--- src/hdl/oorx_defines.svh ---
// What this block does
// - On-off keying runs while the modulation type field holds the OOK code.
// - Data rate is one sixteen-bit field over two consecutive registers.
// - Manchester enable bit doubles the effective symbol rate.
// - In OOK, skip bit and filter set field pick the channel bandwidth.
// - Oversampling ratio is eleven bits over its register and offset-high.
// - Filter register: skip bit 7, exponent bits 6:4, filter set 3:0.
`ifndef OORX_DEFINES_SVH
`define OORX_DEFINES_SVH

// Register indices; byte address is four times the index
`define OORX_IDX_IFBW 8'h1C
`define OORX_IDX_OSR 8'h20
`define OORX_IDX_OFS_HI 8'h21
`define OORX_IDX_OFS_MID 8'h22
`define OORX_IDX_OFS_LO 8'h23
`define OORX_IDX_GAIN_HI 8'h24
`define OORX_IDX_GAIN_LO 8'h25
`define OORX_IDX_RATE_HI 8'h6E
`define OORX_IDX_RATE_LO 8'h6F
`define OORX_IDX_MOD_ONE 8'h70
`define OORX_IDX_MOD_TWO 8'h71
`define OORX_IDX_STATUS 8'h72
`define OORX_IDX_BW_HI 8'h73
`define OORX_IDX_BW_LO 8'h74

// Number of writable configuration registers
`define OORX_NCFG 11

// Reset value of every configuration register
`define OORX_CFG_RST 8'h00

// Filter bandwidth register fields
`define OORX_SKIP_BIT 7
`define OORX_DEXP_HI 6
`define OORX_DEXP_LO 4
`define OORX_FSET_HI 3
`define OORX_FSET_LO 0

// Modulation control fields
`define OORX_MANCH_BIT 1
`define OORX_SCALE_BIT 5
`define OORX_MODTYP_HI 1
`define OORX_MODTYP_LO 0

// Split fields inside the offset-high and gain-high registers
`define OORX_OSR_LSB_HI 7
`define OORX_OSR_LSB_LO 5
`define OORX_NCO_MSB_HI 3
`define OORX_NCO_MSB_LO 0
`define OORX_GAIN_MSB_HI 2
`define OORX_GAIN_MSB_LO 0

// Status register bits
`define OORX_ST_OOK_BIT 0
`define OORX_ST_BWV_BIT 1
`define OORX_ST_MAN_BIT 2

`endif

--- src/hdl/oorx_pkg.sv ---
package oorx_pkg;

    // Register slot selected by the address decoder
    typedef enum logic [3:0] {
        SLOT_IFBW = 4'b0000,
        SLOT_OSR = 4'b0001,
        SLOT_OFS_HI = 4'b0010,
        SLOT_OFS_MID = 4'b0011,
        SLOT_OFS_LO = 4'b0100,
        SLOT_GAIN_HI = 4'b0101,
        SLOT_GAIN_LO = 4'b0110,
        SLOT_RATE_HI = 4'b0111,
        SLOT_RATE_LO = 4'b1000,
        SLOT_MOD_ONE = 4'b1001,
        SLOT_MOD_TWO = 4'b1010,
        SLOT_STATUS = 4'b1011,
        SLOT_BW_HI = 4'b1100,
        SLOT_BW_LO = 4'b1101,
        SLOT_NONE = 4'b1111
    } oorx_slot_t;

    // Bus answer phase of the slave
    typedef enum logic [1:0] {
        APB_IDLE = 2'b00,
        APB_ANSWER = 2'b01
    } oorx_apb_st_t;

endpackage : oorx_pkg

--- src/hdl/oorx_bw_lut.sv ---
`timescale 1ns/1ps
`include "oorx_defines.svh"

module oorx_bw_lut
    import oorx_pkg::*;
(
    // Clock and reset
    input wire logic pclk,
    input wire logic presetn,
    // Filter selection
    input wire logic ook_en,
    input wire logic skip,
    input wire logic [3:0] fset,
    // Bandwidth in tenths of a kHz
    output logic [12:0] bw_x10,
    output logic bw_valid
);

    logic [12:0] bw_nxt;

    // Channel bandwidth table, tenths of kHz; zero marks an unlisted pair
    always_comb begin
        bw_nxt = 13'h0000;
        if (!skip) begin
            unique case (fset)
                4'h1: bw_nxt = 13'h02F0;
                4'h2: bw_nxt = 13'h0340;
                4'h3: bw_nxt = 13'h0384;
                4'h4: bw_nxt = 13'h03B9;
                4'h5: bw_nxt = 13'h0461;
                4'h6: bw_nxt = 13'h04FF;
                4'h7: bw_nxt = 13'h0563;
                default: bw_nxt = 13'h0000;
            endcase
        end else begin
            unique case (fset)
                4'hF: bw_nxt = 13'h077B;
                4'h1: bw_nxt = 13'h08CB;
                4'h2: bw_nxt = 13'h09B8;
                4'h3: bw_nxt = 13'h0A85;
                4'h4: bw_nxt = 13'h0B21;
                4'h8: bw_nxt = 13'h0D1B;
                4'h9: bw_nxt = 13'h0E22;
                4'hA: bw_nxt = 13'h106A;
                4'hB: bw_nxt = 13'h124C;
                4'hC: bw_nxt = 13'h1444;
                4'hD: bw_nxt = 13'h168A;
                4'hE: bw_nxt = 13'h183F;
                default: bw_nxt = 13'h0000;
            endcase
        end
    end

    // Only OOK uses this table; other modes report no bandwidth
    always_ff @(posedge pclk or negedge presetn) begin
        if (!presetn) begin
            bw_x10 <= 13'h0000;
            bw_valid <= 1'b0;
        end else begin
            bw_x10 <= ook_en ? bw_nxt : 13'h0000;
            bw_valid <= ook_en && (bw_nxt != 13'h0000);
        end
    end

endmodule : oorx_bw_lut

--- src/hdl/oorx_cfg.sv ---
`timescale 1ns/1ps
`include "oorx_defines.svh"

module oorx_cfg
    import oorx_pkg::*;
#(
    parameter int ADDR_W = 12,
    parameter logic [1:0] OOK_CODE = 2'b01
) (
    // Clock and reset
    input wire logic pclk,
    input wire logic presetn,
    // APB slave
    input wire logic [ADDR_W-1:0] paddr,
    input wire logic psel,
    input wire logic penable,
    input wire logic pwrite,
    input wire logic [31:0] pwdata,
    input wire logic [3:0] pstrb,
    output logic [31:0] prdata,
    output logic pready,
    output logic pslverr,
    // Modulation and rate
    output logic ook_mode,
    output logic [15:0] data_rate,
    output logic rate_fine,
    output logic manch_en,
    output logic [16:0] symbol_rate,
    // Channel filter
    output logic decim_three_skip,
    output logic [2:0] decim_exp,
    output logic [3:0] filter_set,
    output logic [12:0] bw_x10,
    output logic bw_valid,
    // Clock recovery
    output logic [10:0] osr,
    output logic [19:0] nco_offset,
    output logic [10:0] loop_gain
);

    // Index decode reads eight index bits, so the bus needs ten address bits
    if (ADDR_W < 10) begin : g_addr_chk
        $error("ADDR_W too small for the register map");
    end

    // Configuration byte store and bus state
    logic [7:0] cfg_r [0:`OORX_NCFG-1];
    oorx_apb_st_t st_r;
    oorx_apb_st_t st_nxt;
    logic [31:0] prdata_r;
    logic pready_r;
    logic pslverr_r;

    // Registered decoded outputs
    logic ook_mode_r;
    logic [15:0] data_rate_r;
    logic rate_fine_r;
    logic manch_en_r;
    logic [16:0] symbol_rate_r;
    logic decim_three_skip_r;
    logic [2:0] decim_exp_r;
    logic [3:0] filter_set_r;
    logic [10:0] osr_r;
    logic [19:0] nco_offset_r;
    logic [10:0] loop_gain_r;

    // Address split: word index and alignment
    wire [ADDR_W-3:0] word_idx = paddr[ADDR_W-1:2];
    wire aligned = (paddr[1:0] == 2'b00);
    // Index bits above the eighth must be clear, or the access is unmapped
    wire idx_fits = ((word_idx >> 8) == '0);
    wire [7:0] idx8 = word_idx[7:0];

    // Address decode to a register slot
    // Unlisted indices land on the none slot and draw an error
    oorx_slot_t slot;
    assign slot = (!aligned || !idx_fits) ? SLOT_NONE :
        (idx8 == `OORX_IDX_IFBW) ? SLOT_IFBW :
        (idx8 == `OORX_IDX_OSR) ? SLOT_OSR :
        (idx8 == `OORX_IDX_OFS_HI) ? SLOT_OFS_HI :
        (idx8 == `OORX_IDX_OFS_MID) ? SLOT_OFS_MID :
        (idx8 == `OORX_IDX_OFS_LO) ? SLOT_OFS_LO :
        (idx8 == `OORX_IDX_GAIN_HI) ? SLOT_GAIN_HI :
        (idx8 == `OORX_IDX_GAIN_LO) ? SLOT_GAIN_LO :
        (idx8 == `OORX_IDX_RATE_HI) ? SLOT_RATE_HI :
        (idx8 == `OORX_IDX_RATE_LO) ? SLOT_RATE_LO :
        (idx8 == `OORX_IDX_MOD_ONE) ? SLOT_MOD_ONE :
        (idx8 == `OORX_IDX_MOD_TWO) ? SLOT_MOD_TWO :
        (idx8 == `OORX_IDX_STATUS) ? SLOT_STATUS :
        (idx8 == `OORX_IDX_BW_HI) ? SLOT_BW_HI :
        (idx8 == `OORX_IDX_BW_LO) ? SLOT_BW_LO : SLOT_NONE;

    // Slot classes; the readback slots refuse writes
    wire is_cfg = (slot <= SLOT_MOD_TWO);
    wire is_ro = (slot == SLOT_STATUS) || (slot == SLOT_BW_HI) ||
        (slot == SLOT_BW_LO);
    wire hit = is_cfg || is_ro;
    wire bad = !hit || (pwrite && is_ro);

    // Bus phases
    wire setup_ph = psel && !penable;
    wire done_ph = psel && penable && pready_r;
    wire wr_en = done_ph && pwrite && is_cfg && pstrb[0];

    // Status byte shows the decoded state of the modem
    wire [7:0] status_byte = {5'b00000,
        manch_en_r, bw_valid, ook_mode_r};

    // Read data selection; bits above the byte read as zero
    wire [7:0] rd_byte = is_cfg ? cfg_r[slot[3:0]] :
        (slot == SLOT_STATUS) ? status_byte :
        (slot == SLOT_BW_HI) ? {3'b000, bw_x10[12:8]} :
        (slot == SLOT_BW_LO) ? bw_x10[7:0] : 8'h00;

    // Bus state: answer in the access phase right after setup
    // There are no wait states, so the answer follows setup alone
    always_comb begin
        st_nxt = st_r;
        unique case (st_r)
            APB_IDLE: if (setup_ph) st_nxt = APB_ANSWER;
            APB_ANSWER: st_nxt = setup_ph ? APB_ANSWER : APB_IDLE;
            default: st_nxt = APB_IDLE; // Unused codes fall back to idle
        endcase
        if (done_ph && setup_ph) st_nxt = APB_ANSWER;
    end

    // Bus phase and answer strobes
    always_ff @(posedge pclk or negedge presetn) begin
        if (!presetn) begin
            st_r <= APB_IDLE;
            pready_r <= 1'b0;
            pslverr_r <= 1'b0;
        end else begin
            st_r <= st_nxt;
            pready_r <= (st_nxt == APB_ANSWER);
            pslverr_r <= setup_ph && bad;
        end
    end

    // Read data captured at setup so prdata stands as a flop output
    // through the access phase, even if a field changes under it
    always_ff @(posedge pclk or negedge presetn) begin
        if (!presetn) begin
            prdata_r <= 32'h0000_0000;
        end else if (setup_ph) begin
            prdata_r <= pwrite ? 32'h0000_0000 : {24'h000000, rd_byte};
        end
    end

    // Configuration store; written only at the completing access edge
    // A cleared low byte strobe drops the write without an error
    always_ff @(posedge pclk or negedge presetn) begin
        if (!presetn) begin
            for (int i = 0; i < `OORX_NCFG; i++) begin
                cfg_r[i] <= `OORX_CFG_RST;
            end
        end else if (wr_en) begin
            cfg_r[slot[3:0]] <= pwdata[7:0];
        end
    end

    // Named views of the stored bytes
    // Only bytes read in part need a view of their own
    wire [7:0] ifbw = cfg_r[SLOT_IFBW];
    wire [7:0] mod_one = cfg_r[SLOT_MOD_ONE];
    wire [7:0] mod_two = cfg_r[SLOT_MOD_TWO];
    wire [7:0] ofs_hi = cfg_r[SLOT_OFS_HI];
    wire [7:0] gain_hi = cfg_r[SLOT_GAIN_HI];

    // Modulation type compare selects on-off keying
    // Any other code keeps the lookup dark and the status bit clear
    wire ook_nxt =
        (mod_two[`OORX_MODTYP_HI:`OORX_MODTYP_LO] == OOK_CODE);

    // Rate field, high byte at the lower address
    wire [15:0] rate_nxt =
        {cfg_r[SLOT_RATE_HI], cfg_r[SLOT_RATE_LO]};

    // Host picks the fine scale for slow links; stored as given
    wire fine_nxt = mod_one[`OORX_SCALE_BIT];

    // Manchester doubles the symbol rate seen by the recovery loop
    wire manch_nxt = mod_one[`OORX_MANCH_BIT];
    wire [16:0] sym_nxt = manch_nxt ? {rate_nxt, 1'b0} :
        {1'b0, rate_nxt};

    // Filter register fields
    wire skip_nxt = ifbw[`OORX_SKIP_BIT];
    wire [2:0] dexp_nxt = ifbw[`OORX_DEXP_HI:`OORX_DEXP_LO];
    wire [3:0] fset_nxt = ifbw[`OORX_FSET_HI:`OORX_FSET_LO];

    // Eleven-bit ratio: top bits in the lower register
    // The host rounds the ratio; the stored whole value is used as is
    wire [10:0] osr_nxt = {cfg_r[SLOT_OSR],
        ofs_hi[`OORX_OSR_LSB_HI:`OORX_OSR_LSB_LO]};

    // Twenty-bit offset over three registers; value per host formula
    // Bit 4 of offset-high belongs to no field; it only reads back
    wire [19:0] nco_nxt = {ofs_hi[`OORX_NCO_MSB_HI:`OORX_NCO_MSB_LO],
        cfg_r[SLOT_OFS_MID], cfg_r[SLOT_OFS_LO]};

    // Eleven-bit loop gain over two registers
    // Bits 7:3 of gain-high belong to no field; they only read back
    wire [10:0] gain_nxt = {gain_hi[`OORX_GAIN_MSB_HI:`OORX_GAIN_MSB_LO],
        cfg_r[SLOT_GAIN_LO]};

    // Bandwidth lookup, gated by OOK mode
    oorx_bw_lut u_bw_lut (
        .pclk(pclk),
        .presetn(presetn),
        .ook_en(ook_nxt),
        .skip(skip_nxt),
        .fset(fset_nxt),
        .bw_x10(bw_x10),
        .bw_valid(bw_valid)
    );

    // Modulation flags lag a write by one clock, matching the lookup
    always_ff @(posedge pclk or negedge presetn) begin
        if (!presetn) begin
            ook_mode_r <= 1'b0;
            rate_fine_r <= 1'b0;
            manch_en_r <= 1'b0;
        end else begin
            ook_mode_r <= ook_nxt;
            rate_fine_r <= fine_nxt;
            manch_en_r <= manch_nxt;
        end
    end

    // Rate and symbol rate move together, so no cycle shows a mixed pair
    always_ff @(posedge pclk or negedge presetn) begin
        if (!presetn) begin
            data_rate_r <= 16'h0000;
            symbol_rate_r <= 17'h00000;
        end else begin
            data_rate_r <= rate_nxt;
            symbol_rate_r <= sym_nxt;
        end
    end

    // Channel filter fields
    always_ff @(posedge pclk or negedge presetn) begin
        if (!presetn) begin
            decim_three_skip_r <= 1'b0;
            decim_exp_r <= 3'h0;
            filter_set_r <= 4'h0;
        end else begin
            decim_three_skip_r <= skip_nxt;
            decim_exp_r <= dexp_nxt;
            filter_set_r <= fset_nxt;
        end
    end

    // Oversampling ratio
    always_ff @(posedge pclk or negedge presetn) begin
        if (!presetn) begin
            osr_r <= 11'h000;
        end else begin
            osr_r <= osr_nxt;
        end
    end

    // Recovery offset
    always_ff @(posedge pclk or negedge presetn) begin
        if (!presetn) begin
            nco_offset_r <= 20'h00000;
        end else begin
            nco_offset_r <= nco_nxt;
        end
    end

    // Timing loop gain
    always_ff @(posedge pclk or negedge presetn) begin
        if (!presetn) begin
            loop_gain_r <= 11'h000;
        end else begin
            loop_gain_r <= gain_nxt;
        end
    end

    // Bus outputs
    assign prdata = prdata_r;
    assign pready = pready_r;
    assign pslverr = pslverr_r;

    // Modulation outputs
    assign ook_mode = ook_mode_r;
    assign rate_fine = rate_fine_r;
    assign manch_en = manch_en_r;

    // Rate outputs
    assign data_rate = data_rate_r;
    assign symbol_rate = symbol_rate_r;

    // Filter outputs
    assign decim_three_skip = decim_three_skip_r;
    assign decim_exp = decim_exp_r;
    assign filter_set = filter_set_r;

    // Clock recovery outputs
    assign osr = osr_r;
    assign nco_offset = nco_offset_r;
    assign loop_gain = loop_gain_r;

endmodule : oorx_cfg

--- config.mk ---
export PLATFORM = sky130hd
export DESIGN_NAME = oorx_cfg
export DESIGN_NICKNAME = d
export VERILOG_FILES = /design/src/hdl/oorx_pkg.sv /design/src/hdl/oorx_bw_lut.sv /design/src/hdl/oorx_cfg.sv
export VERILOG_INCLUDE_DIRS = /design/src /design/src/hdl
export SDC_FILE = /design/constraint.sdc
export NUM_CORES = 1
export LEC_CHECK = 0
export ABC_AREA = 1
export BUFFER_PORTS_ARGS = -buffer_cell sky130_fd_sc_hd__buf_2
export CAP_MARGIN = 20
export CORE_MARGIN = 2
export CORE_UTILIZATION = 40
export DETAILED_ROUTE_END_ITERATION = 10
export PLACE_DENSITY = 0.61
export SLEW_MARGIN = 20
export SYNTH_ARGS = -nofsm -noshare
export SYNTH_HDL_FRONTEND = slang
export SYNTH_SLANG_ARGS = --single-unit
--- constraint.sdc ---
create_clock -name pclk -period 3.1 [get_ports pclk]
set_clock_uncertainty 0.2 [all_clocks]
set_input_delay 0.465 -clock pclk [delete_from_list [all_inputs] [get_ports pclk]]
set_output_delay 0.465 -clock pclk [all_outputs]
set_load 0.03 [all_outputs]
==> Word level (Yosys, flattened, before mapping) <==
Memories as Yosys holds them, arrays and structs flattened.
Cells that the tools add are included.
{ "classes": {"order_cmp": 3, "eq_ne": 27, "muxes": 34, "n_bitwise": 1, "n_reduce_logical": 24} }
{ "op_table": {"columns": ["operator", "n"], "rows": [
  ["bitwise mux 88 bit", 1],
  ["case mux 11 bit (7 select lines)", 1],
  ["two-way mux 8 bit", 8],
  ["equality test 8 x 7 -> 1 bit, second input constant", 7],
  ["equality test 8 x 6 -> 1 bit, second input constant", 6],
  ["two-way mux 4 bit", 9],
  ["binary-select mux 8 bit (select 4 bit)", 1],
  ["demux 8 bit (select 4 bit)", 1],
  ["two-way mux 13 bit", 2],
  ["two-way mux 17 bit", 1],
  ["equality test 4 x 3 -> 1 bit, second input constant", 4],
  ["nonzero test 13 bit", 1],
  ["equality test 4 bit, second input constant", 3],
  ["two-way mux 3 bit", 4],
  ["logical AND 1 bit", 11],
  ["logical NOT 10 bit", 1],
  ["equality test 4 x 2 -> 1 bit, second input constant", 2],
  ["equality test 8 x 5 -> 1 bit, second input constant", 1],
  ["two-way mux 2 bit", 4],
  ["equality test 2 x 1 -> 1 bit, second input constant", 3],
  [">= comparator 5 bit, second input constant", 1],
  ["logical OR 1 bit", 5],
  ["less-than comparator 5 x 1 -> 1 bit, second input constant", 1],
  ["inverter 4 -> 5 bit", 1],
  ["6 further kinds", 10]
]} }
{ "word_totals": {"reg_bits": 224, "rom_bits": 208, "input_bits": 53, "out_inout_bits": 134, "wordCells": 118, "mem_count": 1} }
{ "mem_list": {"columns": ["name", "depth", "word_bits", "rd", "rd_ports_with_merged_regs", "write_ports", "line", "rtl"], "rows": [
  ["(no name shown)", 16, 13, 1, 0, 0, "oorx_bw_lut.sv:36", "unique case (fset)"]
]} }

==> Longest topological paths before layout <==
Gate-level depths: netlist (run 1).
{ "logic_depth": {"word_depth": 23, "ltp_mapped": 19, "ltp_nobuf": 17} }

==> Modules after synthesis <==
From an unflattened synthesis (run 1), not the netlist that was laid out.
{ "hier_totals": {"hier_cells": 1057, "area_unflattened_um2": 9360.2} }
{ "modules_own_cells": {"columns": ["module", "instances", "cells_each", "area_each_um2", "seq_area_each_um2"], "rows": [
  ["oorx_cfg", 1, 890, 8260.4, 4629.4],
  ["oorx_bw_lut", 1, 167, 1099.8, 350.3]
]} }

==> Worst setup path before layout (run 1) <==
No wires, ideal clock.
{ "synth_path": {"path_kind": "input-to-reg", "start": "input paddr[6]", "end": "register cfg_r, in the netlist ifbw[7]", "setup_time_ns": 0.132, "t_arrival_ns": 2.237, "required_time_ns": 2.768, "setup_slack_ns": 0.531, "stages": 15, "n_path_buf": 1, "cell_sequence": "inv_1 -> nand2_2 -> nor2_8 -> nand2_1 -> nand2_2 -> inv_1 -> nand3_2 -> nand2_2 -> nand2_2 -> o21ai_4 -> nor3b_4 -> nand2_4 -> buf_6 -> nand2_1 -> o21ai_2"} }
{ "synth_via": {"elab_chain_cells": 22, "word_cells_on_any_way": 39, "classes_between": "order compare (3); eq/ne (14); mux (18); bitwise (1); reduce/logical (3)"} }
{ "synth_rtl": {"columns": ["element", "line", "rtl"], "rows": [
  ["from (decl)", "oorx_cfg.sv:14", "input wire logic [ADDR_W-1:0] paddr,"],
  ["equality test 8 x 7 -> 1 bit (no line)", null, null],
  ["two-way mux 2 bit", "oorx_cfg.sv:91", "(idx8 == `OORX_IDX_BW_LO) ? SLOT_BW_LO : SLOT_NONE;"],
  ["two-way mux 2 bit", "oorx_cfg.sv:90", "(idx8 == `OORX_IDX_BW_HI) ? SLOT_BW_HI :"],
  ["two-way mux 3 bit", "oorx_cfg.sv:89", "(idx8 == `OORX_IDX_STATUS) ? SLOT_STATUS :"],
  ["two-way mux 3 bit", "oorx_cfg.sv:88", "(idx8 == `OORX_IDX_MOD_TWO) ? SLOT_MOD_TWO :"],
  ["two-way mux 3 bit", "oorx_cfg.sv:87", "(idx8 == `OORX_IDX_MOD_ONE) ? SLOT_MOD_ONE :"],
  ["two-way mux 3 bit", "oorx_cfg.sv:86", "(idx8 == `OORX_IDX_RATE_LO) ? SLOT_RATE_LO :"],
  ["two-way mux 4 bit", "oorx_cfg.sv:85", "(idx8 == `OORX_IDX_RATE_HI) ? SLOT_RATE_HI :"],
  ["[... 6 more ...]", null, null],
  ["two-way mux 4 bit (*)", "oorx_cfg.sv:78", "(idx8 == `OORX_IDX_IFBW) ? SLOT_IFBW :"],
  ["two-way mux 4 bit (*)", "oorx_cfg.sv:77", "assign slot = (!aligned || !idx_fits) ? SLOT_NONE :"],
  ["inverter 4 -> 5 bit (not written as such)", "oorx_cfg.sv:158", "cfg_r[slot[3:0]] <= pwdata[7:0];"],
  [">= comparator 5 bit (not written as such) or less-than comparator 5 x 1 -> 1 bit (tied branches)", "oorx_cfg.sv:158", null],
  ["logical AND 1 bit (not written as such)", "oorx_cfg.sv:158", null],
  ["two-way mux 8 bit (not written as such)", "oorx_cfg.sv:158", null],
  ["demux 8 bit (select 4 bit)", "oorx_cfg.sv:158", null],
  ["bitwise mux 88 bit", "oorx_cfg.sv:158", null],
  ["to (signal, indexed assignment)", "oorx_cfg.sv:155", "cfg_r[i] <= `OORX_CFG_RST;"],
  ["to (signal, indexed assignment)", "oorx_cfg.sv:158", null],
  ["to (decl)", "oorx_cfg.sv:47", "logic [7:0] cfg_r [0:`OORX_NCFG-1];"]
]} }
Every way passes the cells marked *; elsewhere a longest branch is shown, timed or not.
A chain may end at the register's enable or synchronous reset.

==> Final worst setup path (run 1) <==
{ "layout_path": {"start": "register cfg_r, in the netlist ifbw[0]", "end": "register u_bw_lut.bw_valid"} }
{ "layout_via": {"elab_chain_cells": 5, "word_cells_on_any_way": 12, "classes_between": "eq/ne (7); mux (2); reduce/logical (2); memory (1)"} }
{ "layout_rtl": {"columns": ["element", "line", "rtl"], "rows": [
  ["equality test 4 x 3 -> 1 bit (tied with other cells)", "oorx_bw_lut.sv:25", "unique case (fset)"],
  ["case mux 11 bit (7 select lines)", "oorx_bw_lut.sv:25", null],
  ["two-way mux 13 bit (*)", "oorx_bw_lut.sv:24", "if (!skip) begin"],
  ["nonzero test 13 bit (*)", "oorx_bw_lut.sv:61", "bw_valid <= ook_en && (bw_nxt != 13'h0000);"],
  ["logical AND 1 bit (*)", "oorx_bw_lut.sv:61", null],
  ["to (signal assigned)", "oorx_bw_lut.sv:61", null],
  ["to (decl)", "oorx_bw_lut.sv:16", "output logic bw_valid"]
]} }
Marks and branches as above.

==> impl_results.html, run 1 <==
<table>
<tr><th>Metric</th><th>Value</th></tr>
<tr><th colspan="2">Clock network</th></tr>
<tr><td>CTS tree</td><td>built</td></tr>
<tr><td>Number of CTS-inserted buffers</td><td>17</td></tr>
<tr><td>Clock slew seen by the registers of the worst setup and hold paths</td><td>0.08 ns</td></tr>
<tr><td>CTS root buffer</td><td>clkbuf_16</td></tr>
<tr><td>Buffers inserted by post-CTS timing repair</td><td>0</td></tr>
<tr><td>Latest clock arrival within the worst-skew pair</td><td>0.45 ns</td></tr>
<tr><td>Number of sinks on the clock net</td><td>199</td></tr>
<tr><td>CTS Buffer Depth</td><td>2</td></tr>
<tr><td>Deepest level of the CTS H-tree</td><td>4</td></tr>
<tr><td>Number of gates resized after CTS</td><td>0</td></tr>
<tr><th colspan="2">Logic synthesis</th></tr>
<tr><td>Area share of the leading cell type in the synthesized netlist</td><td>0.555</td></tr>
<tr><td>Cell accounting for the most synthesized area</td><td>dfrtp_1</td></tr>
<tr><td>Synth warnings</td><td>0</td></tr>
<tr><td>List of most frequent post-synthesis cells</td><td>nand2_1 (352), dfrtp_1 (199), inv_1 (87)</td></tr>
<tr><td>Cell variety after synth</td><td>43</td></tr>
<tr><td>Sequential element share of the synthesized area</td><td>0.555</td></tr>
<tr><td>Post-synthesis instance area</td><td>8970 um2</td></tr>
<tr><td>#FFs+latches synth</td><td>199</td></tr>
<tr><td>Post-Syn Area per Cell</td><td>8.71 um2</td></tr>
<tr><td>Cells after Synth</td><td>1,031</td></tr>
<tr><td>Leading post-synthesis cells by cell area</td><td>dfrtp_1 (55%), nand2_1 (15%), o21ai_0 (3.8%), inv_1 (3.6%), o21ai_2 (3.2%)</td></tr>
<tr><td>Number of enable-type register cells in the synthesized netlist</td><td>0</td></tr>
<tr><td>Count leader, synth</td><td>nand2_1</td></tr>
<tr><td>Fraction of synthesis flops using an asynchronous set or reset pin</td><td>1.00</td></tr>
<tr><td>Primary flip-flop cell chosen by synthesis mapping</td><td>dfrtp_1</td></tr>
<tr><th colspan="2">Worst setup path</th></tr>
<tr><td>Required time of the critical path</td><td>3.23 ns</td></tr>
<tr><td>Max Fanout on Critical Path</td><td>6</td></tr>
<tr><td>Critical path launch point type</td><td>register</td></tr>
<tr><td>Data arrival time of the worst path</td><td>2.53 ns</td></tr>
<tr><td>Endpoint kind of the worst setup timing path</td><td>register</td></tr>
<tr><td>Highest cell delay on the worst timing path</td><td>0.46 ns</td></tr>
<tr><td>Critical Path, Cell by Cell</td><td>inv_1, ha_1, inv_1, a31oi_1, o21ai_0, o21ai_0, nor4_1, nand4_1, o21ai_0, inv_1</td></tr>
<tr><td>Worst reg2reg path startpoint</td><td>ifbw[0]</td></tr>
<tr><td>Worst setup path class</td><td>register to register</td></tr>
<tr><td>Setup slack on the worst flop-to-flop path</td><td>0.69 ns</td></tr>
<tr><td>Cell with the largest stage delay on the worst path</td><td>dfrtp_1</td></tr>
<tr><td>Number of cells on the worst reg-to-reg path</td><td>10</td></tr>
<tr><td>Endpoint of the worst-slack reg-to-reg timing path</td><td>u_bw_lut.bw_valid</td></tr>
<tr><th colspan="2">Timing</th></tr>
<tr><td>Unrepaired setup endpoints after global routing</td><td>false</td></tr>
<tr><td>Worst Max-Slew Pin Slew</td><td>0.724 ns</td></tr>
<tr><td>Final critical-path required period</td><td>2.41 ns</td></tr>
<tr><td>Top achievable clock speed</td><td>0.415 GHz</td></tr>
<tr><td>Total count of hold-check failures in the final report</td><td>0</td></tr>
<tr><td>Number of endpoints failing setup at the final stage</td><td>0</td></tr>
<tr><td>Final slew viol count</td><td>0</td></tr>
<tr><td>Final cycle utilization of the critical path</td><td>0.777</td></tr>
<tr><td>Sum Neg Setup Slack</td><td>0 ns</td></tr>
<tr><td>Max-slew headroom at the worst pin</td><td>0.517</td></tr>
<tr><th colspan="2">Route</th></tr>
<tr><td>Detailed Routing Iterations Pass 1</td><td>5</td></tr>
<tr><td>Iter 0 DRT Violations</td><td>555</td></tr>
<tr><td>Routed length per placed instance</td><td>15.3 um</td></tr>
<tr><td>Post-DRT Antenna Nets</td><td>0</td></tr>
<tr><td>Avg Vias per Cell</td><td>4.78</td></tr>
<tr><td>Routed vias</td><td>7,007</td></tr>
<tr><td>Total wire length after detailed routing</td><td>22.4 mm</td></tr>
<tr><td>Number of design rule violations left after detail routing</td><td>0</td></tr>
<tr><th colspan="2">Global routing</th></tr>
<tr><td>Maximum number of pins on one net before global-route repair</td><td>79</td></tr>
<tr><td>Antenna violations before repair</td><td>0</td></tr>
<tr><td>Vias in the first global route</td><td>6,846</td></tr>
<tr><td>Remaining global-route overflow</td><td>0</td></tr>
<tr><td>Global routing usage summed across all routing layers</td><td>0.200</td></tr>
<tr><td>Global-route wire length before repair</td><td>37.0 mm</td></tr>
<tr><th colspan="2">Floorplan</th></tr>
<tr><td>Count of boundary I/O pins</td><td>187</td></tr>
<tr><td>Vertical die dimension</td><td>154 um</td></tr>
<tr><td>Area inside the core boundary</td><td>21,900 um2</td></tr>
<tr><td>Die extent in x</td><td>154 um</td></tr>
<tr><td>Die area</td><td>23,700 um2</td></tr>
<tr><td>Starting Density</td><td>0.410</td></tr>
<tr><td>Floorplan row count</td><td>54</td></tr>
<tr><th colspan="2">Power and ir drop</th></tr>
<tr><td>Power Total</td><td>5060 uW</td></tr>
<tr><td>Static Leak</td><td>0.00579 uW</td></tr>
<tr><td>PD cells</td><td>475 nW/um2</td></tr>
<tr><td>Worst vdd rail ir drop</td><td>0.300 mV</td></tr>
<tr><th colspan="2">Final layout</th></tr>
<tr><td>Number of antenna diodes</td><td>0</td></tr>
<tr><td>Fraction of final layout cells sized beyond drive strength 1</td><td>0.225</td></tr>
<tr><td>Nets</td><td>1,230</td></tr>
<tr><td>Signed area change from the synthesized netlist to the final layout</td><td>18.7%</td></tr>
<tr><th colspan="2">Min path</th></tr>
<tr><td>Hold Path End</td><td>pslverr</td></tr>
<tr><td>Worst Min Path Start</td><td>pwrite</td></tr>
<tr><td>Worst hold stages</td><td>3</td></tr>
<tr><td>Worst min-delay path category</td><td>primary input to register</td></tr>
<tr><th colspan="2">Place</th></tr>
<tr><td>Number of buffers inserted by port buffering</td><td>135</td></tr>
<tr><td>Weighted congestion reported at the end of routability-driven placement</td><td>0.908</td></tr>
<tr><td>HPWL Detailed</td><td>15.8 mm</td></tr>
<tr><th colspan="2">Status</th></tr>
<tr><td>Result of the run</td><td>finished clean</td></tr>
<tr><th colspan="2">Run</th></tr>
<tr><td># Max-Cap Violations</td><td>0</td></tr>
</table>
worst max-delay path: cells and delay by family, from the launching register on:
kind	cells	cell delay (ns)
adder cells (fa/ha/maj)	1	0.29
AND/OR/NAND/NOR	2	0.39
flip-flops	1	0.46
AO/OA/AOI/OAI	4	0.62
buffers and inverters	3	0.33
report_power, final:
part | internal, uW | switching [uW] | total, uW | leakage, uW
Clock | 1160 | 1100 | 2260 | 0.000290
Sequential | 2600 | 0.783 | 2600 | 0.00278
Combinational | 33.0 | 167 | 200 | 0.00272
Total | 3790 | 1270 | 5060 | 0.00579
worst max path at each step:
stage,start,to,cells after the start
floorplan,paddr[6],ifbw[7],15
global placement,paddr[6],cfg_r[57],17
detailed placement,paddr[6],cfg_r[18],17
CTS,ifbw[0],u_bw_lut.bw_valid,10
global route,paddr[6],cfg_r[18],17
finish,ifbw[0],u_bw_lut.bw_valid,10
cells in the final DEF (no fill, tap or decap), types with 2 or more instances in the layout:
cell type	netlist	layout
nand2_1	352	352
dfrtp_1	199	199
buf_2	6	134
inv_1	87	87
o21ai_0	68	68
nor2_1	56	56
nand3_1	37	37
o21ai_2	33	33
nand3b_1	25	25
conb_1	1	25
buf_4	26	24
o21ai_1	20	20
clkbuf_16	0	17
a21oi_1	14	14
nand2_2	10	10
nand4_1	10	10
buf_12	0	8
inv_2	7	7
nand2_4	5	5
ha_1	5	5
nor3_1	4	4
nor2_2	4	4
inv_6	0	4
a31oi_1	3	3
clkinv_8	0	3
o211ai_1	2	2
a21oi_4	2	2
clkinvlp_4	0	2
inv_8	0	2
state kept, by name, summed over array words and instances (netlist names), 11 cells and up:
register / cells
loop_gain: 11
symbol_rate: 17
u_bw_lut.bw_x10: 13
cfg_r: 48
nco_offset: 20
osr: 11
data_rate: 16
kinds of logic after synthesis:
| logic type | synth area share |
|---|---|
| other cells | 0.000418 |
| compound gates | 0.103 |
| simple gates | 0.249 |
| flops | 0.555 |
| fa+ha+maj | 0.00697 |
| buf+inv | 0.0849 |
layer usage:
| metal | up-vias | track usage | share of wire |
|---|---|---|---|
| li1 | 3499 | - | - |
| met1 | 3296 | 0.279 | 0.46 |
| met2 | 179 | 0.314 | 0.46 |
| met3 | 33 | 0.0383 | 0.052 |
| met4 | 0 | 0.0677 | 0.021 |
| met5 | - | 0 | 0 |
repair_timing:
item,CTS,global route
hold endpoints to repair,75,0
hold buffers,1,0
setup endpoints to repair,0,0
layout make-up:
type                    instances  area, um2
clock buffers                  17        425
clock inverters                15        181
fillers                      2166      11200
inverters                      95        357
multi-input cells             691       3320
flip-flops and latches        199       4980
well taps                     280        350
repair buffers                168       1030
stage by stage:
stage | instances | setup WS (ns) | hold WS [ns] | utilization | area [um2]
final | 1465 | 0.693 | 0.122 | 0.487 | 10700
after global placement | 1432 | 0.334 | 0.187 | 0.458 | 10000
after detailed placement | 1432 | 0.304 | 0.186 | 0.458 | 10000
after floorplan | 1055 | 0.531 | -0.0306 | - | 9060
after global routing | 1465 | 0.441 | 0.119 | 0.487 | 10700
after CTS | 1465 | 0.722 | 0.104 | 0.487 | 10700
(Power assumes the default switching activity.)
==> run 2: changes to the inputs <==
PLACE_DENSITY = 0.64   (was 0.61)
clock period = 2.2 ns   (was 3.1 ns; I/O delays follow)
==> impl_results.html, run 2 (same netlist as run 1, synthesis figures left out) <==
<table>
<tr><th>Metric</th><th>Value</th></tr>
<tr><th colspan="2">Worst setup path</th></tr>
<tr><td>Max Fanout on Critical Path</td><td>4 (was 6)</td></tr>
<tr><td>Required time of the critical path</td><td>2.33 ns (was 3.23 ns)</td></tr>
<tr><td>Data arrival time of the worst path</td><td>2.22 ns (was 2.53 ns)</td></tr>
<tr><td>Endpoint kind of the worst setup timing path</td><td>register (unchanged)</td></tr>
<tr><td>Highest cell delay on the worst timing path</td><td>0.41 ns (was 0.46 ns)</td></tr>
<tr><td>Worst setup path class</td><td>register to register (unchanged)</td></tr>
<tr><td>Worst path bufs/invs</td><td>3 (unchanged)</td></tr>
<tr><td>Cell with the largest stage delay on the worst path</td><td>dfrtp_1 (unchanged)</td></tr>
<tr><td>Critical path launch point type</td><td>register (unchanged)</td></tr>
<tr><td>Critical Path, Cell by Cell</td><td>buf_6, ha_4, buf_4, o211ai_1, o221ai_2, nor4_2, nand4_1, o21ai_1, inv_1 (was inv_1, ha_1, inv_1, a31oi_1, o21ai_0, o21ai_0, nor4_1, nand4_1, o21ai_0, inv_1)</td></tr>
<tr><td>Category of cells accounting for the largest share of critical-path delay</td><td>compound AO/OA/AOI/OAI gates (unchanged)</td></tr>
<tr><th colspan="2">Timing</th></tr>
<tr><td>Final critical-path required period</td><td>2.09 ns (was 2.41 ns)</td></tr>
<tr><td>Worst Max-Slew Pin Slew</td><td>0.679 ns (was 0.724 ns)</td></tr>
<tr><td>Number of endpoints failing setup at the final stage</td><td>0 (unchanged)</td></tr>
<tr><td>Max-slew headroom at the worst pin</td><td>0.547 (was 0.517)</td></tr>
<tr><td>Post-layout worst setup margin</td><td>0.111 ns (was 0.693 ns)</td></tr>
<tr><td>Sum Neg Setup Slack</td><td>0 ns (unchanged)</td></tr>
<tr><td>Unrepaired setup endpoints after global routing</td><td>true (was false)</td></tr>
<tr><td>Total count of hold-check failures in the final report</td><td>0 (unchanged)</td></tr>
<tr><td>Top achievable clock speed</td><td>0.479 GHz (was 0.415 GHz)</td></tr>
<tr><td>Final slew viol count</td><td>0 (unchanged)</td></tr>
<tr><td>Final cycle utilization of the critical path</td><td>0.949 (was 0.777)</td></tr>
<tr><th colspan="2">Place</th></tr>
<tr><td>Setup slack at placement</td><td>-0.335 ns (was 0.304 ns)</td></tr>
<tr><td>Number of buffers inserted by port buffering</td><td>135 (unchanged)</td></tr>
<tr><td>Weighted congestion reported at the end of routability-driven placement</td><td>0.877 (was 0.908)</td></tr>
<tr><td>HPWL Detailed</td><td>16.6 mm (was 15.8 mm)</td></tr>
<tr><td>Placed Area</td><td>10,600 um2 (was 10,000 um2)</td></tr>
<tr><th colspan="2">Route</th></tr>
<tr><td>Routed length per placed instance</td><td>14.9 um (was 15.3 um)</td></tr>
<tr><td>Iter 0 DRT Violations</td><td>631 (was 555)</td></tr>
<tr><td>Routed vias</td><td>7,166 (was 7,007)</td></tr>
<tr><td>Number of design rule violations left after detail routing</td><td>0 (unchanged)</td></tr>
<tr><td>Detailed Routing Iterations Pass 1</td><td>7 (was 5)</td></tr>
<tr><td>Avg Vias per Cell</td><td>4.70 (was 4.78)</td></tr>
<tr><td>Total wire length after detailed routing</td><td>22.7 mm (was 22.4 mm)</td></tr>
<tr><td>Post-DRT Antenna Nets</td><td>0 (unchanged)</td></tr>
<tr><th colspan="2">Floorplan</th></tr>
<tr><td>Vertical die dimension</td><td>154 um (unchanged)</td></tr>
<tr><td>Count of boundary I/O pins</td><td>187 (unchanged)</td></tr>
<tr><td>Die area</td><td>23,700 um2 (unchanged)</td></tr>
<tr><td>Floorplan row count</td><td>54 (unchanged)</td></tr>
<tr><td>Die extent in x</td><td>154 um (unchanged)</td></tr>
<tr><td>Starting Density</td><td>0.410 (unchanged)</td></tr>
<tr><td>Area inside the core boundary</td><td>21,900 um2 (unchanged)</td></tr>
<tr><th colspan="2">Final layout</th></tr>
<tr><td>Number of antenna diodes</td><td>0 (unchanged)</td></tr>
<tr><td>Nets</td><td>1,291 (was 1,230)</td></tr>
<tr><td>Fraction of final layout cells sized beyond drive strength 1</td><td>0.279 (was 0.225)</td></tr>
<tr><td>Signed area change from the synthesized netlist to the final layout</td><td>26.5% (was 18.7%)</td></tr>
<tr><td>Top library cells by usage in the layout, fill and taps aside</td><td>nand2_1 (346), dfrtp_1 (199), buf_2 (134), inv_1 (83), buf_4 (72) (was nand2_1 (352), dfrtp_1 (199), buf_2 (134), inv_1 (87), o21ai_0 (68))</td></tr>
<tr><td>Flip-flop count of the largest register, all copies and words added</td><td>48 (unchanged)</td></tr>
<tr><td>Post-route cell area</td><td>11,400 um2 (was 10,700 um2)</td></tr>
<tr><td>Register name with the most flops</td><td>cfg_r (unchanged)</td></tr>
<tr><td>Most common cell after layout, fill and taps aside</td><td>nand2_1 (unchanged)</td></tr>
<tr><td>Post-layout util</td><td>0.519 (was 0.487)</td></tr>
<tr><th colspan="2">Clock network</th></tr>
<tr><td>Latest clock arrival within the worst-skew pair</td><td>0.45 ns (about the same)</td></tr>
<tr><td>Number of sinks on the clock net</td><td>199 (unchanged)</td></tr>
<tr><td>Number of CTS-inserted buffers</td><td>17 (unchanged)</td></tr>
<tr><td>CTS root buffer</td><td>clkbuf_16 (unchanged)</td></tr>
<tr><td>Deepest level of the CTS H-tree</td><td>4 (unchanged)</td></tr>
<tr><td>CTS Buffer Depth</td><td>2 (unchanged)</td></tr>
<tr><td>CTS tree</td><td>built (unchanged)</td></tr>
<tr><td>Clock slew seen by the registers of the worst setup and hold paths</td><td>0.07 ns (was 0.08 ns)</td></tr>
<tr><th colspan="2">Run</th></tr>
<tr><td># Max-Cap Violations</td><td>0 (unchanged)</td></tr>
<tr><th colspan="2">Global routing</th></tr>
<tr><td>Global-route wire length before repair</td><td>37.2 mm (was 37.0 mm)</td></tr>
<tr><td>Remaining global-route overflow</td><td>0 (unchanged)</td></tr>
<tr><td>Global routing usage summed across all routing layers</td><td>0.199 (was 0.200)</td></tr>
<tr><td>Maximum number of pins on one net before global-route repair</td><td>59 (was 79)</td></tr>
<tr><td>Vias in the first global route</td><td>6,948 (was 6,846)</td></tr>
<tr><td>Antenna violations before repair</td><td>0 (unchanged)</td></tr>
<tr><th colspan="2">Status</th></tr>
<tr><td>Result of the run</td><td>finished clean (unchanged)</td></tr>
<tr><th colspan="2">Min path</th></tr>
<tr><td>Worst min-delay path category</td><td>primary input to register (unchanged)</td></tr>
<tr><th colspan="2">Power and ir drop</th></tr>
<tr><td>Static Leak</td><td>0.00619 uW (was 0.00579 uW)</td></tr>
<tr><td>PD cells</td><td>630 nW/um2 (was 475 nW/um2)</td></tr>
<tr><td>Power Total</td><td>7150 uW (was 5060 uW)</td></tr>
<tr><td>Worst vdd rail ir drop</td><td>0.413 mV (was 0.300 mV)</td></tr>
</table>
==> run 2: cell types whose count changed in the layout (fill, tap and decap cells not counted), moves of 3 or more <==
cell / delta
buf_4: +48
ha_4: +3
inv_2: +3
nor2_1: -3
nand2_1: -6
buf_6: +5
inv_1: -4
buf_12: +7
o21ai_0: -5
nand2_4: +4
o21ai_1: +5
ha_1: -4
==> run 2: where the power goes <==
group / internal (uW) / leakage, uW / total (uW) / switching [uW]
Sequential: 3660 / 0.00278 / 3660 / 1.16
Clock: 1630 / 0.000295 / 3190 / 1550
Combinational: 64.3 / 0.00311 / 303 / 239
Total: 5350 / 0.00619 / 7150 / 1790
==> run 2: layout make-up <==
class                           count  area [um2]
Timing Repair Buffer              229        1600
Fill cell                        2095       10500
Clock inverter                     15         188
Multi-Input combinational cell    691        3450
Tap cell                          280         350
Inverter                           95         359
Sequential cell                   199        4980
Clock buffer                       17         425
==> run 2: path summary, 6_finish.rpt <==
path                         start                end  slack, ns  depth (start not counted)
setup reg to reg           ifbw[1]  u_bw_lut.bw_valid       0.11                          9
hold / removal                psel             pready       0.20                          3
min in group asynchronous  presetn          cfg_r[33]       0.23                          2
hold reg to reg            st_r[1]             pready       0.20                          1
setup / recovery           ifbw[1]  u_bw_lut.bw_valid       0.11                          9
max in group asynchronous  presetn          prdata[2]       0.99                          3
==> run 2: per-stage QoR <==
stage	std cells	hold WS, ns
final	1526	0.197
after global routing	1526	0.214
after CTS	1525	0.177
after detailed placement	1490	0.141
after global placement	1490	0.138
after floorplan	1055	-0.166
==> run 2: worst reg2reg max path: cells and delay by family, from the launching register on <==
family / cells / cell delay (ns)
simple gates: 2 / 0.42
flops: 1 / 0.41
compound gates: 3 / 0.48
fa+ha+maj: 1 / 0.15
buf+inv: 3 / 0.32
==> run 2: metal layers <==
layer / track usage / up-vias / wire, um
met4: 0.0725 / 0 / 488
met1: 0.278 / 3332 / 10700
met5: 0 / - / 0
met3: 0.0341 / 31 / 935
met2: 0.314 / 181 / 10600
li1: - / 3622 / -
==> run 2: repair_timing <==
action / CTS / global route
pin swaps: 1 / 4
hold buffers: 2 / 0
hold endpoints to repair: 53 / 0
gates resized for setup: 3 / 26
buffers inserted: 1 / 1
setup endpoints to repair: 1 / 24
==> run 3: changes to the inputs <==
CELL_PAD_IN_SITES_DETAIL_PLACEMENT = 0   (was not set)
CELL_PAD_IN_SITES_GLOBAL_PLACEMENT = 1   (was not set)
CORE_MARGIN = 5   (was 2)
CORE_UTILIZATION = 37   (was 40)
PLACE_DENSITY = 0.76   (was 0.64)
==> impl_results.html, run 3 (same netlist as run 1, synthesis figures left out) <==
<table>
<tr><th>Metric</th><th>Value</th></tr>
<tr><th colspan="2">Power and ir drop</th></tr>
<tr><td>PD cells</td><td>646 nW/um2 (was 630 nW/um2)</td></tr>
<tr><td>Power Total</td><td>7320 uW (was 7150 uW)</td></tr>
<tr><td>Worst vdd rail ir drop</td><td>0.480 mV (was 0.413 mV)</td></tr>
<tr><td>Static Leak</td><td>0.00618 uW (was 0.00619 uW)</td></tr>
<tr><th colspan="2">Worst setup path</th></tr>
<tr><td>Endpoint kind of the worst setup timing path</td><td>register (unchanged)</td></tr>
<tr><td>Endpoint of the worst-slack reg-to-reg timing path</td><td>u_bw_lut.bw_valid (unchanged)</td></tr>
<tr><td>Data arrival time of the worst path</td><td>2.19 ns (was 2.22 ns)</td></tr>
<tr><td>Worst setup path class</td><td>register to register (unchanged)</td></tr>
<tr><td>Critical path launch point type</td><td>register (unchanged)</td></tr>
<tr><td>Required time of the critical path</td><td>2.32 ns (was 2.33 ns)</td></tr>
<tr><td>Startpoint of the worst setup timing path</td><td>ifbw[1] (unchanged)</td></tr>
<tr><td>Cell with the largest stage delay on the worst path</td><td>dfrtp_2 (was dfrtp_1)</td></tr>
<tr><td>Highest cell delay on the worst timing path</td><td>0.44 ns (was 0.41 ns)</td></tr>
<tr><td>Worst reg2reg path startpoint</td><td>ifbw[1] (unchanged)</td></tr>
<tr><td>Number of cells on the worst reg-to-reg path</td><td>11 (was 9)</td></tr>
<tr><td>Critical Path, Cell by Cell</td><td>buf_4, ha_4, buf_4, nand2_1, nand3_1, nand3_1, nand2_1, nor4_2, nand4_1, o21ai_1, inv_1 (was buf_6, ha_4, buf_4, o211ai_1, o221ai_2, nor4_2, nand4_1, o21ai_1, inv_1)</td></tr>
<tr><td>Setup slack on the worst flop-to-flop path</td><td>0.13 ns (was 0.11 ns)</td></tr>
<tr><td>Max Fanout on Critical Path</td><td>5 (was 4)</td></tr>
<tr><th colspan="2">Global routing</th></tr>
<tr><td>Remaining global-route overflow</td><td>0 (unchanged)</td></tr>
<tr><td>Global routing usage summed across all routing layers</td><td>0.173 (was 0.199)</td></tr>
<tr><td>Antenna violations before repair</td><td>0 (unchanged)</td></tr>
<tr><td>Fraction of met3 tracks used by global routing</td><td>0.0355 (was 0.0341)</td></tr>
<tr><td>Vias in the first global route</td><td>7,133 (was 6,948)</td></tr>
<tr><td>Global-route wire length before repair</td><td>38.6 mm (was 37.2 mm)</td></tr>
<tr><td>GRT busiest layer</td><td>met2 (unchanged)</td></tr>
<tr><td>Met1 demand-to-capacity share in global routing</td><td>0.249 (was 0.278)</td></tr>
<tr><td>Met2 Resource Use GR</td><td>0.277 (was 0.314)</td></tr>
<tr><td>Maximum number of pins on one net before global-route repair</td><td>59 (unchanged)</td></tr>
<tr><th colspan="2">Place</th></tr>
<tr><td>Setup slack at placement</td><td>-0.347 ns (was -0.335 ns)</td></tr>
<tr><td>Number of buffers inserted by port buffering</td><td>135 (unchanged)</td></tr>
<tr><td>Placed Area</td><td>10,600 um2 (about the same)</td></tr>
<tr><td>HPWL Detailed</td><td>17.4 mm (was 16.6 mm)</td></tr>
<tr><td>Weighted congestion reported at the end of routability-driven placement</td><td>0.871 (was 0.877)</td></tr>
<tr><th colspan="2">Timing</th></tr>
<tr><td>Final slew viol count</td><td>0 (unchanged)</td></tr>
<tr><td>Sum Neg Setup Slack</td><td>0 ns (unchanged)</td></tr>
<tr><td>Top achievable clock speed</td><td>0.483 GHz (was 0.479 GHz)</td></tr>
<tr><td>Worst Max-Slew Pin Slew</td><td>0.705 ns (was 0.679 ns)</td></tr>
<tr><td>Worst hold slack after final layout</td><td>0.144 ns (was 0.197 ns)</td></tr>
<tr><td>Unrepaired setup endpoints after global routing</td><td>true (unchanged)</td></tr>
<tr><td>Number of endpoints failing setup at the final stage</td><td>0 (unchanged)</td></tr>
<tr><td>Final critical-path required period</td><td>2.07 ns (was 2.09 ns)</td></tr>
<tr><td>Total count of hold-check failures in the final report</td><td>0 (unchanged)</td></tr>
<tr><td>Post-layout worst setup margin</td><td>0.130 ns (was 0.111 ns)</td></tr>
<tr><td>Max-slew headroom at the worst pin</td><td>0.529 (was 0.547)</td></tr>
<tr><td>Final cycle utilization of the critical path</td><td>0.941 (was 0.949)</td></tr>
<tr><th colspan="2">Floorplan</th></tr>
<tr><td>Vertical die dimension</td><td>166 um (was 154 um)</td></tr>
<tr><td>Area inside the core boundary</td><td>24,100 um2 (was 21,900 um2)</td></tr>
<tr><td>Starting Density</td><td>0.372 (was 0.410)</td></tr>
<tr><td>Die extent in x</td><td>166 um (was 154 um)</td></tr>
<tr><td>Count of boundary I/O pins</td><td>187 (unchanged)</td></tr>
<tr><td>Die area</td><td>27,500 um2 (was 23,700 um2)</td></tr>
<tr><td>Floorplan row count</td><td>57 (was 54)</td></tr>
<tr><th colspan="2">Final layout</th></tr>
<tr><td>Nets</td><td>1,285 (was 1,291)</td></tr>
<tr><td>Most common cell after layout, fill and taps aside</td><td>nand2_1 (unchanged)</td></tr>
<tr><td>Post-route cell area</td><td>11,300 um2 (was 11,400 um2)</td></tr>
<tr><td>Flip-flop count of the largest register, all copies and words added</td><td>48 (unchanged)</td></tr>
<tr><td>Top library cells by usage in the layout, fill and taps aside</td><td>nand2_1 (347), dfrtp_1 (198), buf_2 (134), inv_1 (86), buf_4 (72) (was nand2_1 (346), dfrtp_1 (199), buf_2 (134), inv_1 (83), buf_4 (72))</td></tr>
<tr><td>Signed area change from the synthesized netlist to the final layout</td><td>26.3% (was 26.5%)</td></tr>
<tr><td>Fill cells</td><td>2,436 (was 2,095)</td></tr>
<tr><td>Fraction of final layout cells sized beyond drive strength 1</td><td>0.272 (was 0.279)</td></tr>
<tr><td>Register name with the most flops</td><td>cfg_r (unchanged)</td></tr>
<tr><td>Number of antenna diodes</td><td>0 (unchanged)</td></tr>
<tr><th colspan="2">Clock network</th></tr>
<tr><td>Clock slew seen by the registers of the worst setup and hold paths</td><td>0.07 ns (about the same)</td></tr>
<tr><td>Latest clock arrival within the worst-skew pair</td><td>0.43 ns (was 0.45 ns)</td></tr>
<tr><td>Deepest level of the CTS H-tree</td><td>4 (unchanged)</td></tr>
<tr><td>Number of sinks on the clock net</td><td>199 (unchanged)</td></tr>
<tr><td>Number of CTS-inserted buffers</td><td>17 (unchanged)</td></tr>
<tr><td>CTS Buffer Depth</td><td>2 (unchanged)</td></tr>
<tr><td>CTS tree</td><td>built (unchanged)</td></tr>
<tr><td>CTS root buffer</td><td>clkbuf_16 (unchanged)</td></tr>
<tr><th colspan="2">Status</th></tr>
<tr><td>Result of the run</td><td>finished clean (unchanged)</td></tr>
<tr><th colspan="2">Route</th></tr>
<tr><td>Post-DRT Antenna Nets</td><td>0 (unchanged)</td></tr>
<tr><td>Routed vias</td><td>7,118 (was 7,166)</td></tr>
<tr><td>Avg Vias per Cell</td><td>4.55 (was 4.70)</td></tr>
<tr><td>Detailed Routing Iterations Pass 1</td><td>5 (was 7)</td></tr>
<tr><td>Routed length per placed instance</td><td>15.1 um (was 14.9 um)</td></tr>
<tr><td>Iter 0 DRT Violations</td><td>516 (was 631)</td></tr>
<tr><td>Number of design rule violations left after detail routing</td><td>0 (unchanged)</td></tr>
<tr><td>Total wire length after detailed routing</td><td>23.7 mm (was 22.7 mm)</td></tr>
<tr><th colspan="2">Min path</th></tr>
<tr><td>Worst min-delay path category</td><td>primary input to register (unchanged)</td></tr>
<tr><td>Worst Min Path Start</td><td>psel (unchanged)</td></tr>
<tr><td>Hold Path End</td><td>pready (unchanged)</td></tr>
<tr><td>Worst hold stages</td><td>4 (was 3)</td></tr>
<tr><th colspan="2">Run</th></tr>
<tr><td># Max-Cap Violations</td><td>0 (unchanged)</td></tr>
</table>
==> run 3: cell types whose count changed in the layout (fill, tap and decap cells not counted), sizes merged <==
| cell | change |
|---|---|
| inv | -1 |
| clkinv | -6 |
| clkbuf | +3 |
| bufinv | +2 |
| buf | -6 |
| clkinvlp | +2 |
==> run 3: worst max path at each step <==
stage                     depth (start not counted)                 to  slack, ns
after floorplan                                  14          cfg_r[79]      -0.20
after global placement                           19          prdata[7]      -0.35
after detailed placement                         19          prdata[7]      -0.35
after CTS                                        12  u_bw_lut.bw_valid       0.01
after global routing                             12  u_bw_lut.bw_valid      -0.06
final                                            11  u_bw_lut.bw_valid       0.13
==> run 3: routing by layer <==
metal / part of all wire / up-vias
met4: 0.010 / 0
met1: 0.48 / 3327
met5: 0 / -
li1: - / 3606
met2: 0.47 / 167
met3: 0.041 / 18
==> run 3: per-stage QoR <==
step	util	cells
floorplan	-	1055
global placement	0.439	1529
detailed placement	0.439	1529
CTS	0.467	1563
global route	0.470	1564
finish	0.470	1564
==> run 3: power breakdown <==
| group | internal [uW] | switching (uW) | leakage [uW] |
|---|---|---|---|
| logic | 64.6 | 244 | 0.00309 |
| registers | 3660 | 1.10 | 0.00278 |
| clock network | 1900 | 1460 | 0.000307 |
| total | 5620 | 1700 | 0.00618 |
==> run 3: critical path, delay by kind of cell (launching register included) <==
family	cells	cell delay [ns]
AOI/OAI and AO/OA	1	0.13
adders and majority gates	1	0.17
buffers and inverters	3	0.32
DFF	1	0.44
and+or+nand+nor	6	0.70
==> run 3: cell type report <==
cell class                      instances  area, um2  area share
Clock buffer                           20        457      0.0403
Clock inverter                         12        186      0.0164
Inverter                               95        363      0.0320
Multi-Input combinational cell        691       3440       0.303
Sequential cell                       199       4980       0.439
Tap cell                              324        405      0.0358
Timing Repair Buffer                  223       1510       0.133
==> run 3: what timing repair did <==
| item | in CTS | in global routing |
|---|---|---|
| cloned | 0 | 0 |
| setup buffers | 0 | 1 |
| hold buffers | 2 | 0 |
| gates resized for setup | 3 | 18 |
| pin swaps | 1 | 0 |
| endpoints found under the setup margin | 1 | 41 |
| hold endpoints to repair | 52 | 0 |
